===== config.mk =====
export PLATFORM = sky130hd
export DESIGN_NAME = bit_skip_clear_call_decode
export DESIGN_NICKNAME = d
export VERILOG_FILES = /design/src/verilog/bit_skip_clear_call_pkg.sv /design/src/verilog/decode_fields_if.sv /design/src/verilog/instr_classify.sv /design/src/verilog/bit_skip_clear_call_decode.sv
export VERILOG_INCLUDE_DIRS = /design/src /design/src/verilog
export SDC_FILE = /design/constraint.sdc
export NUM_CORES = 1
export LEC_CHECK = 0
export ABC_AREA = 0
export BUFFER_PORTS_ARGS = -buffer_cell sky130_fd_sc_hd__buf_2
export CORE_AREA = 2 2 69 71
export CTS_CLUSTER_DIAMETER = 60
export DETAILED_ROUTE_END_ITERATION = 6
export DIE_AREA = 0 0 71 73
export GPL_ROUTABILITY_DRIVEN = 1
export HOLD_SLACK_MARGIN = 0.02
export PLACE_DENSITY = 0.75
export SETUP_SLACK_MARGIN = 0.02
export SLEW_MARGIN = 0
export SYNTH_ARGS = -nofsm -noshare
export SYNTH_HDL_FRONTEND = slang
export SYNTH_HIERARCHICAL = 1
export SYNTH_SLANG_ARGS = --single-unit

===== constraint.sdc =====
create_clock -name ref_clk -period 1.95 [get_ports ref_clk]
set_clock_uncertainty 0.2 [all_clocks]
set_input_delay 0.2925 -clock ref_clk [delete_from_list [all_inputs] [get_ports ref_clk]]
set_output_delay 0.2925 -clock ref_clk [all_outputs]
set_load 0.05 [all_outputs]

===== src/verilog/bit_skip_clear_call_regs.svh =====
// Opcode patterns, field positions and reset values for the skip, clear and call decoder.
// Included by bare name from the decoder package and modules.
`ifndef BIT_SKIP_CLEAR_CALL_REGS_SVH
`define BIT_SKIP_CLEAR_CALL_REGS_SVH

`define INSTR_W          14
`define PC_W             13
`define REG_ADDR_W       7
`define DATA_W           8
`define BIT_SEL_W        3
`define TARGET_W         11

`define SKIP_TOP_MSB     13
`define SKIP_TOP_LSB     10
`define SKIP_TOP_CODE    4'h7
`define BIT_SEL_MSB      9
`define BIT_SEL_LSB      7

`define CLEAR_TOP_MSB    13
`define CLEAR_TOP_LSB    7
`define CLEAR_TOP_CODE   7'h03
`define CLEAR_VALUE      8'h00

`define CALL_TOP_MSB     13
`define CALL_TOP_LSB     11
`define CALL_TOP_CODE    3'h4

`define REG_ADDR_MSB     6
`define REG_ADDR_LSB     0
`define TARGET_MSB       10
`define TARGET_LSB       0

`define PCH_SRC_MSB      4
`define PCH_SRC_LSB      3

`define RST_PULSE        1'h0
`define RST_ADDR         7'h00
`define RST_DATA         8'h00
`define RST_PC           13'h0000

`endif


===== src/verilog/bit_skip_clear_call_pkg.sv =====
// Types shared by the skip, clear and call decoder modules.
// Assumes the constants header is on the include path.
`include "bit_skip_clear_call_regs.svh"

package bit_skip_clear_call_pkg;

   typedef enum logic [1:0]
   {
      ST_EXEC  = 2'h1,
      ST_FLUSH = 2'h2
   } exec_state_t;

   typedef logic [`INSTR_W-1:0]    instr_word_t;
   typedef logic [`PC_W-1:0]       pc_word_t;
   typedef logic [`REG_ADDR_W-1:0] reg_addr_t;
   typedef logic [`DATA_W-1:0]     data_byte_t;

endpackage


===== src/verilog/decode_fields_if.sv =====
// Decoded instruction fields passed from the classifier to the executing logic.
// Purely combinational; no clock inside.
`timescale 1ns/1ps
`include "bit_skip_clear_call_regs.svh"

interface decode_fields_if;
   logic                      is_skip;
   logic                      is_clear;
   logic                      is_call;
   logic [`BIT_SEL_W-1:0]     bit_sel;
   logic [`REG_ADDR_W-1:0]    reg_addr;
   logic [`TARGET_W-1:0]      target;

   modport producer
   (
      output is_skip,
      output is_clear,
      output is_call,
      output bit_sel,
      output reg_addr,
      output target
   );

   modport consumer
   (
      input  is_skip,
      input  is_clear,
      input  is_call,
      input  bit_sel,
      input  reg_addr,
      input  target
   );
endinterface


===== src/verilog/instr_classify.sv =====
// Combinational classifier for the skip, clear and call opcodes.
// Assumes the instruction word is stable while it is presented.
`timescale 1ns/1ps
`include "bit_skip_clear_call_regs.svh"

module instr_classify
(
   input  wire logic [`INSTR_W-1:0] instr,
   decode_fields_if.producer        fields
);

   always_comb
   begin
      fields.is_skip  = (instr[`SKIP_TOP_MSB:`SKIP_TOP_LSB] == `SKIP_TOP_CODE);
      fields.is_clear = (instr[`CLEAR_TOP_MSB:`CLEAR_TOP_LSB] == `CLEAR_TOP_CODE);
      fields.is_call  = (instr[`CALL_TOP_MSB:`CALL_TOP_LSB] == `CALL_TOP_CODE);
      fields.bit_sel  = instr[`BIT_SEL_MSB:`BIT_SEL_LSB];
      fields.reg_addr = instr[`REG_ADDR_MSB:`REG_ADDR_LSB];
      fields.target   = instr[`TARGET_MSB:`TARGET_LSB];
   end

endmodule // instr_classify


===== src/verilog/bit_skip_clear_call_decode.sv =====
// Execute logic for the skip-if-bit-set, clear-register and call instructions.
// Assumes the fetch stage presents one instruction per cycle with instr_valid, the
// register file answers reg_rd_addr combinationally on reg_rd_data, and the stack and
// program counter act on the registered one-cycle strobes.
`timescale 1ns/1ps
`include "bit_skip_clear_call_regs.svh"

module bit_skip_clear_call_decode
(
   input  wire logic                   ref_clk,
   input  wire logic                   rstn,
   input  wire logic                   instr_valid,
   input  wire logic [`INSTR_W-1:0]    instr,
   input  wire logic [`PC_W-1:0]       pc_current,
   input  wire logic [`DATA_W-1:0]     pc_high_latch,
   input  wire logic [`DATA_W-1:0]     reg_rd_data,
   output logic      [`REG_ADDR_W-1:0] reg_rd_addr,
   output logic                        reg_wr_en,
   output logic      [`REG_ADDR_W-1:0] reg_wr_addr,
   output logic      [`DATA_W-1:0]     reg_wr_data,
   output logic                        zero_flag_set,
   output logic                        stack_push,
   output logic      [`PC_W-1:0]       stack_push_data,
   output logic                        pc_load,
   output logic      [`PC_W-1:0]       pc_load_value,
   output logic                        discard_fetch,
   output logic                        skip_taken
);

   decode_fields_if fields ();

   instr_classify u_classify
   (
      .instr  (instr),
      .fields (fields)
   );

   bit_skip_clear_call_pkg::exec_state_t state_r;
   bit_skip_clear_call_pkg::exec_state_t state_nxt;

   logic                    wr_en_r;
   logic                    wr_en_nxt;
   logic [`REG_ADDR_W-1:0]  wr_addr_r;
   logic [`REG_ADDR_W-1:0]  wr_addr_nxt;
   logic [`DATA_W-1:0]      wr_data_r;
   logic [`DATA_W-1:0]      wr_data_nxt;
   logic                    zset_r;
   logic                    zset_nxt;
   logic                    push_r;
   logic                    push_nxt;
   logic [`PC_W-1:0]        push_data_r;
   logic [`PC_W-1:0]        push_data_nxt;
   logic                    load_r;
   logic                    load_nxt;
   logic [`PC_W-1:0]        load_val_r;
   logic [`PC_W-1:0]        load_val_nxt;
   logic                    skip_r;
   logic                    skip_nxt;
   logic                    accept;
   logic                    take_skip;
   logic                    take_clear;
   logic                    take_call;
   logic                    bit_is_one;
   logic [`PC_W-1:0]        pc_plus_one;

   // The register file is read at the address of the presented word in the same cycle.
   assign reg_rd_addr = fields.reg_addr;
   assign bit_is_one  = reg_rd_data[fields.bit_sel];
   assign pc_plus_one = pc_current + `PC_W'(1);

   // While flushing, the presented word is the discarded prefetch and is not executed.
   assign accept = instr_valid && (state_r == bit_skip_clear_call_pkg::ST_EXEC);

   // Opcode encodings are disjoint, so at most one of these is high in a cycle.
   assign take_skip  = accept && fields.is_skip && bit_is_one;
   assign take_clear = accept && fields.is_clear;
   assign take_call  = accept && fields.is_call;

   // Sequencing: a taken skip or a call spends the next cycle discarding the prefetch.
   always_comb
   begin
      state_nxt = bit_skip_clear_call_pkg::ST_EXEC;
      skip_nxt  = 1'b0;
      case (state_r)
         bit_skip_clear_call_pkg::ST_EXEC:
         begin
            if (take_skip)
            begin
               // No status flag is touched by a skip, taken or not.
               skip_nxt  = 1'b1;
               state_nxt = bit_skip_clear_call_pkg::ST_FLUSH;
            end
            else if (take_call)
            begin
               state_nxt = bit_skip_clear_call_pkg::ST_FLUSH;
            end
         end
         bit_skip_clear_call_pkg::ST_FLUSH:
         begin
            state_nxt = bit_skip_clear_call_pkg::ST_EXEC;
         end
         default:
         begin
            state_nxt = bit_skip_clear_call_pkg::ST_EXEC;
         end
      endcase
   end

   always_ff @(posedge ref_clk or negedge rstn)
   begin
      if (!rstn)
      begin
         state_r <= bit_skip_clear_call_pkg::ST_EXEC;
         skip_r  <= `RST_PULSE;
      end
      else
      begin
         state_r <= state_nxt;
         skip_r  <= skip_nxt;
      end
   end

   // Register write port: a clear writes zero to its register and forces the zero flag.
   always_comb
   begin
      wr_en_nxt   = 1'b0;
      wr_addr_nxt = wr_addr_r;
      wr_data_nxt = wr_data_r;
      zset_nxt    = 1'b0;
      if (take_clear)
      begin
         wr_en_nxt   = 1'b1;
         wr_addr_nxt = fields.reg_addr;
         wr_data_nxt = `CLEAR_VALUE;
         zset_nxt    = 1'b1;
      end
   end

   always_ff @(posedge ref_clk or negedge rstn)
   begin
      if (!rstn)
      begin
         wr_en_r   <= `RST_PULSE;
         wr_addr_r <= `RST_ADDR;
         wr_data_r <= `RST_DATA;
         zset_r    <= `RST_PULSE;
      end
      else
      begin
         wr_en_r   <= wr_en_nxt;
         wr_addr_r <= wr_addr_nxt;
         wr_data_r <= wr_data_nxt;
         zset_r    <= zset_nxt;
      end
   end

   // Stack port: a call pushes the address of the word after itself.
   always_comb
   begin
      push_nxt      = 1'b0;
      push_data_nxt = push_data_r;
      if (take_call)
      begin
         push_nxt      = 1'b1;
         push_data_nxt = pc_plus_one;
      end
   end

   always_ff @(posedge ref_clk or negedge rstn)
   begin
      if (!rstn)
      begin
         push_r      <= `RST_PULSE;
         push_data_r <= `RST_PC;
      end
      else
      begin
         push_r      <= push_nxt;
         push_data_r <= push_data_nxt;
      end
   end

   // Counter load: the target fills the low bits, the high latch the top two.
   always_comb
   begin
      load_nxt     = 1'b0;
      load_val_nxt = load_val_r;
      if (take_call)
      begin
         load_nxt     = 1'b1;
         load_val_nxt = {pc_high_latch[`PCH_SRC_MSB:`PCH_SRC_LSB],
                         fields.target};
      end
   end

   always_ff @(posedge ref_clk or negedge rstn)
   begin
      if (!rstn)
      begin
         load_r     <= `RST_PULSE;
         load_val_r <= `RST_PC;
      end
      else
      begin
         load_r     <= load_nxt;
         load_val_r <= load_val_nxt;
      end
   end

   assign reg_wr_en       = wr_en_r;
   assign reg_wr_addr     = wr_addr_r;
   assign reg_wr_data     = wr_data_r;
   assign zero_flag_set   = zset_r;
   assign stack_push      = push_r;
   assign stack_push_data = push_data_r;
   assign pc_load         = load_r;
   assign pc_load_value   = load_val_r;
   assign skip_taken      = skip_r;
   assign discard_fetch   = (state_r == bit_skip_clear_call_pkg::ST_FLUSH);

endmodule // bit_skip_clear_call_decode


==> metrics, run 1 <==
max incr delay on CP roughly 0.53 ns; DRC Markers 0; max frequency approximately 0.59 GHz; Worst path slowest cell or4_1; max_cap viols 0; Initial DRC Count between 60 and 70; TritonCTS clock tree done; Min Clock Period, post-route 1.70 ns; commonest register cell after synthesis dfrtp_1; synthesized area per cell 9.64 sq um; largest net degree at the start of global routing 26; synthesized area just under 2000 sq um; Final #Nets between 300 and 400; Via density between 4 and 5; Synth area leader dfrtp_1; clk buf depth 2; I/O pin count 100; Int Power about 0.0016 W; total number of vias about 1.5k; CP Cell Sequence buf_2 -> or4_1 -> nor3_2 -> nand2_1 -> mux2_2; Clock Latency Late Sink 0.28 ns; layout cell share with drive strength beyond 1 between 30 and 40%; Die X between 70 and 80 um; worst-case reg-to-reg path depth 3; non-filler cells, final ~330; GRT Residual Overflow 0; WL final approximately 3800 um; Synth cell types 35; initial antenna violation count 0; # H-tree levels 2; Hold EP pc_load_value[10]; Worst-path clk slew roughly 0.07 ns; final antenna-violating net count 0; net switching power 0.00106 W; Hold Slack between 0.04 and 0.05 ns; number of clock sinks 38; CTS Buf Count 5; Setup crit end kind register; CP required approximately 1.9 ns; placer congestion estimate approximately 0.73; worst vdd ir about 0.53 mV; WL/cell approximately 11 um; Rows 25; hpwl dp 2940 um; switching share of power about two fifths; combinational share of power approximately a third; die footprint about 5200 sq um; Crit path max-delay family simple AND/OR/NAND/NOR gates; top cell type's share of synthesized area ~48%; Finished Cell Area around 2500 sq um; post-layout util 54.2%; LEAKAGE 1.35 nW; core box area 4540 sq um; number of synthesized flops with an enable pin 0; commonest non-fill, non-tap cell in the layout buf_2; Slew Limit Fails 0; drt first pass iters 4; Worst R2R End reg_wr_addr[1]; fillers roughly 430; Final Total Pwr about 0.0027 W; sequential power share a little over a third; Hold Path Origin instr[10]; sequential fraction of the synthesis area 49.4%; pwr/cell area ~1100 nW/um^2; RSZ-0062 raised after global routing false; most frequent cells in the layout 85 x buf_2, 60 x nand2_1, 37 x dfrtp_1, 10 x o21ai_0, 9 x dlygate4sd3_1; CP arrival between 1.5 and 2 ns; WHS Path Cells 3; synthesized instance count 200; Hold Violations, Final 0; Clock Tree Root clkbuf_8; vias in the first global route 1,488; Syn-to-layout area delta 27.4%; Critical path buffers and inverters 1; wire length of the first global-routing pass about 6500 um; outcome finished clean; ys async rst share 100%; Setup CP Type primary input to register; ANT cells 0; Final Cycle Share approximately 87%; R2R Setup Slk 0.32 ns; Placed Instance Area around 2200 sq um; setup violators final 0; CP startpoint kind primary input; R2R Path Start state_r[0]; Max FO, Critical Path 8; clock power share about 29%; Synth area leaders dfrtp_1 48%, buf_4 12%, nand2_1 12%; Initial Util approximately 43%; PortBufs 85; hold crit path type primary input to register; flop and latch count out of synthesis 38; postcts setup bufs 0; cell count after placement around 320; yosys warns 6; die height approximately 73 um; gr usage total around 16%
cell usage after synthesis, drive strengths merged, types with 2 or more instances:
cell and number:
buf 34, and4 2, clkbuf 2, nor2 2
nor2b 2, mux2i 2, mux2 8, nand4 3
and3 2, inv 3, nand3 4, nor3 3
o21ai 12, xnor2 5, xor2 6, dfrtp 37
nand2 60
layer usage:
metal  up-vias  part of all wire [%]  global-route usage [%]
li1        770                     -                       -
met5         -                     0                       0
met2        66                    47                    26.0
met1       699                    43                    19.8
met4         0                   1.5                    5.66
met3         7                   8.2                    4.97
what timing repair did:
action	CTS	global route
hold endpoints to repair	45	0
hold buffers	9	0
resized for setup	0	0
cell type report:
type | count | area [sq um] | area share [%]
Tap cell | 54 | 67.6 | 2.75
Inverter | 3 | 11.3 | 0.458
Clock inverter | 3 | 68.8 | 2.80
Sequential cell | 38 | 952 | 38.7
Timing Repair Buffer | 99 | 553 | 22.5
Clock buffer | 5 | 68.8 | 2.80
Multi-Input combinational cell | 130 | 736 | 29.9
how the worst max path moves through the flow:
| stage | from | endpoint | slack [ns] | cells past startpoint |
|---|---|---|---|---|
| 2_1_floorplan | instr[11] | reg_wr_addr[0] | 0.18 | 4 |
| 3_3_place_gp | instr[11] | reg_wr_addr[4] | -0.04 | 5 |
| 3_5_place_dp | instr[11] | reg_wr_addr[3] | -0.06 | 5 |
| 4_1_cts | instr[11] | reg_wr_addr[1] | 0.25 | 5 |
| 5_1_grt | instr[11] | reg_wr_addr[1] | 0.15 | 5 |
| 6_report | instr[11] | reg_wr_addr[1] | 0.25 | 5 |
registers in the layout, summed over array words and instances, names as in the netlist:
register         flops
stack_push_data     13
zero_flag_set        1
reg_wr_addr          7
pc_load              1
skip_taken           1
state_r              2
pc_load_value       13
cells by family after synthesis:
kind of cell | share of synthesized area [%]
xor gates and xnor gates | 5.00
muxes | 5.71
AOI/OAI and AO/OA | 4.09
and+or+nand+nor | 21.2
other | 0.194
buffers and inverters | 13.8
adders and majority gates | 0.649
DFF | 49.4
power groups by stage:
stage	combinational [W]	clock (W)	sequential, W
final	0.000930	0.000793	0.000982
after global routing	0.000988	0.000849	0.00100
after CTS	0.000940	0.000819	0.000984
after detailed placement	0.000927	0	0.000997
after global placement	0.000912	0	0.000997
after floorplan	0.000245	0	0.00146
through the flow:
stage | setup TNS (ns) | setup WS, ns
4_1_cts | 0 | 0.250
6_report | 0 | 0.248
5_1_grt | 0 | 0.148
3_5_place_dp | -0.409 | -0.0605
3_3_place_gp | -0.264 | -0.0381
2_1_floorplan | 0 | 0.181
tightest hold or removal path, delay by kind of cell:
family        cells  cell delay (ns)
simple gates      2             0.10
buf+inv           1             0.11
Note: power is estimated with default switching activity, not from simulation.
==> inputs of run 2 (changes only) <==
Settings changed: CORE_AREA 2 2 69 71 to 2 2 66 74, DIE_AREA 0 0 71 73 to 0 0 68 76, REMOVE_ABC_BUFFERS from default to 1.
==> run 2 against run 1 <==
Effect of this change:
- cell count shrank 0.90%
- cell area shrank 2.6%
- total power shrank 4.9%
- utilization shrank 0.89 points
- sequential share of layout area grew 1.1 points
- routed wire length grew 3.6%
- largest power group unchanged
- flip-flop and latch count is the same
- die area shrank 0.29%
- sequential power grew 0.7%
- highest routed layer unchanged
- critical path type unchanged
- clock-buffer cell count grew 1
- first-iteration DRC count shrank 21%
- critical path depth is the same
- largest cell class unchanged
==> metrics, run 2 (same netlist as run 1, synthesis figures left out) <==
Min Clock Period, post-route 1.71 ns (+0.00428 ns); Global Route met2 Usage 25.7% (-0.23 points); Die X 68 um (-4.2%); max frequency 0.586 GHz (-0.25%); Initial Util 42.9% (+0.44 points); WL/cell 11.9 um (+4.6%); LEAKAGE 1.33 nW (-2.0%); Max FO, Critical Path 8 (unchanged); pwr/cell area 1070 nW/um^2 (-2.3%); GRT busiest layer met2; Setup CP Type primary input to register; post-layout util 53.3% (-0.89 points); Syn-to-layout area delta 24.1%; max_cap viols 0 (unchanged); Setup crit end kind register; CP required 1.92 ns (about the same); Final Cycle Share 87.5% (+0.22 points); Slew HR between 50 and 60%; RSZ-0062 raised after global routing false; CTS Buf Count 5 (unchanged); placer congestion estimate 0.683 (-5.8%); met3 usage 4.14% (-0.84 points); GRT Residual Overflow 0 (unchanged); DRC Markers 0 (unchanged); postcts setup bufs 0 (unchanged); Hold Violations, Final 0 (unchanged); # H-tree levels 2 (unchanged); Final #Nets 320 (-1.2%); hpwl dp 3000 um (+2.1%); commonest non-fill, non-tap cell in the layout buf_2; Clock Tree Root clkbuf_8; ANT cells 0 (unchanged); PortBufs 85 (unchanged); Initial DRC Count 48 (-21%); core box area 4490 sq um (-1.0%); # hold bufs at CTS 4 (-5); Clock Latency Late Sink 0.28 ns (about the same); CP startpoint kind primary input; worst vdd ir 0.404 mV (-24%); Slew Limit Fails 0 (unchanged); CP arrival 1.67 ns (about the same); WL final 3920 um (+3.6%); outcome finished clean; I/O pin count 100 (unchanged); met1 Use GR 22.2% (+2.5 points); Worst-path clk slew 0.07 ns (about the same); Fin Setup TNS 0 ns (unchanged); die footprint 5170 sq um (-0.29%); final antenna-violating net count 0 (unchanged); hold crit path type primary input to register; layout cell share with drive strength beyond 1 40.3% (+0.72 points); TritonCTS clock tree done; gr usage total 16.7% (+0.87 points); Finished Cell Area 2390 sq um (-2.6%); Worst-Margin Slew 0.632 ns; clk buf depth 2 (unchanged); drt first pass iters 4 (unchanged); number of clock sinks 38 (unchanged); most frequent cells in the layout 85 x buf_2, 60 x nand2_1, 37 x dfrtp_1, 10 x o21ai_0, 8 x conb_1; Placed Instance Area 2240 sq um (+0.45%); wire length of the first global-routing pass 6500 um (-0.75%); Via density 4.57 (-1.6%); setup violators final 0 (unchanged); Hold Slack 0.0341 ns (-0.0100 ns); vias in the first global route 1,387 (-6.8%); Rows 26 (+4.0%); largest net degree at the start of global routing 30 (+15%); CTS-repair resized insts 0 (unchanged); die height 76 um (+4.1%); initial antenna violation count 0 (unchanged); total number of vias 1,504 (-2.5%)
[run 2: cell count changes in the layout (fill, tap and decap cells not counted)]
| cell | before | now |
|---|---|---|
| bufinv_16 | 2 | 1 |
| clkbuf_8 | 5 | 6 |
| clkinv_4 | 1 | 0 |
| dlygate4sd3_1 | 9 | 4 |
| buf_4 | 5 | 6 |
[run 2: area by class of cell]
| type | instances | area, sq um |
|---|---|---|
| tap | 56 | 70.1 |
| timing repair buffer | 95 | 510 |
| sequential | 38 | 952 |
| clock inverter | 1 | 30.0 |
| multi-input combinational | 130 | 736 |
| fill | 469 | 2100 |
| inverter | 3 | 11.3 |
| clock buffer | 6 | 82.6 |
[run 2: worst max-delay path: stages]
cell and delay, ns:
buf_2 0.10, or4_1 0.53, nor3_2 0.16, nand2_1 0.24, mux2_2 0.35
[run 2: stage by stage]
stage          power (W)  setup WS [ns]  instances
4_1_cts          0.00261          0.253        329
3_5_place_dp     0.00193        -0.0469        318
5_1_grt          0.00271          0.185        329
2_1_floorplan    0.00163        -0.0259        171
6_report         0.00257          0.244        329
3_3_place_gp     0.00191        -0.0273        318
[run 2: path summary, 6_finish.rpt]
check | from | depth (start not counted) | endpoint | slack, ns
setup reg to reg | state_r[0] | 3 | reg_wr_addr[6] | 0.33
max in group asynchronous | rstn | 3 | pc_load_value[7] | 0.60
setup / recovery | instr[11] | 5 | reg_wr_addr[6] | 0.24
hold reg to reg | pc_load_value[3] | 2 | pc_load_value[3] | 0.27
hold / removal | instr[1] | 3 | pc_load_value[1] | 0.03
min in group asynchronous | rstn | 2 | skip_taken | 0.36
[run 2: power by group]
part           internal [W]  switching [W]
Sequential         0.000920      0.0000688
Clock              0.000409       0.000253
Combinational      0.000206       0.000714
Total               0.00154        0.00104
[run 2: layer usage]
metal / up-vias / part of all wire, %
met5: - / 0
met4: 0 / 1.0
met3: 2 / 7.6
met2: 60 / 50
met1: 681 / 42
li1: 761 / -
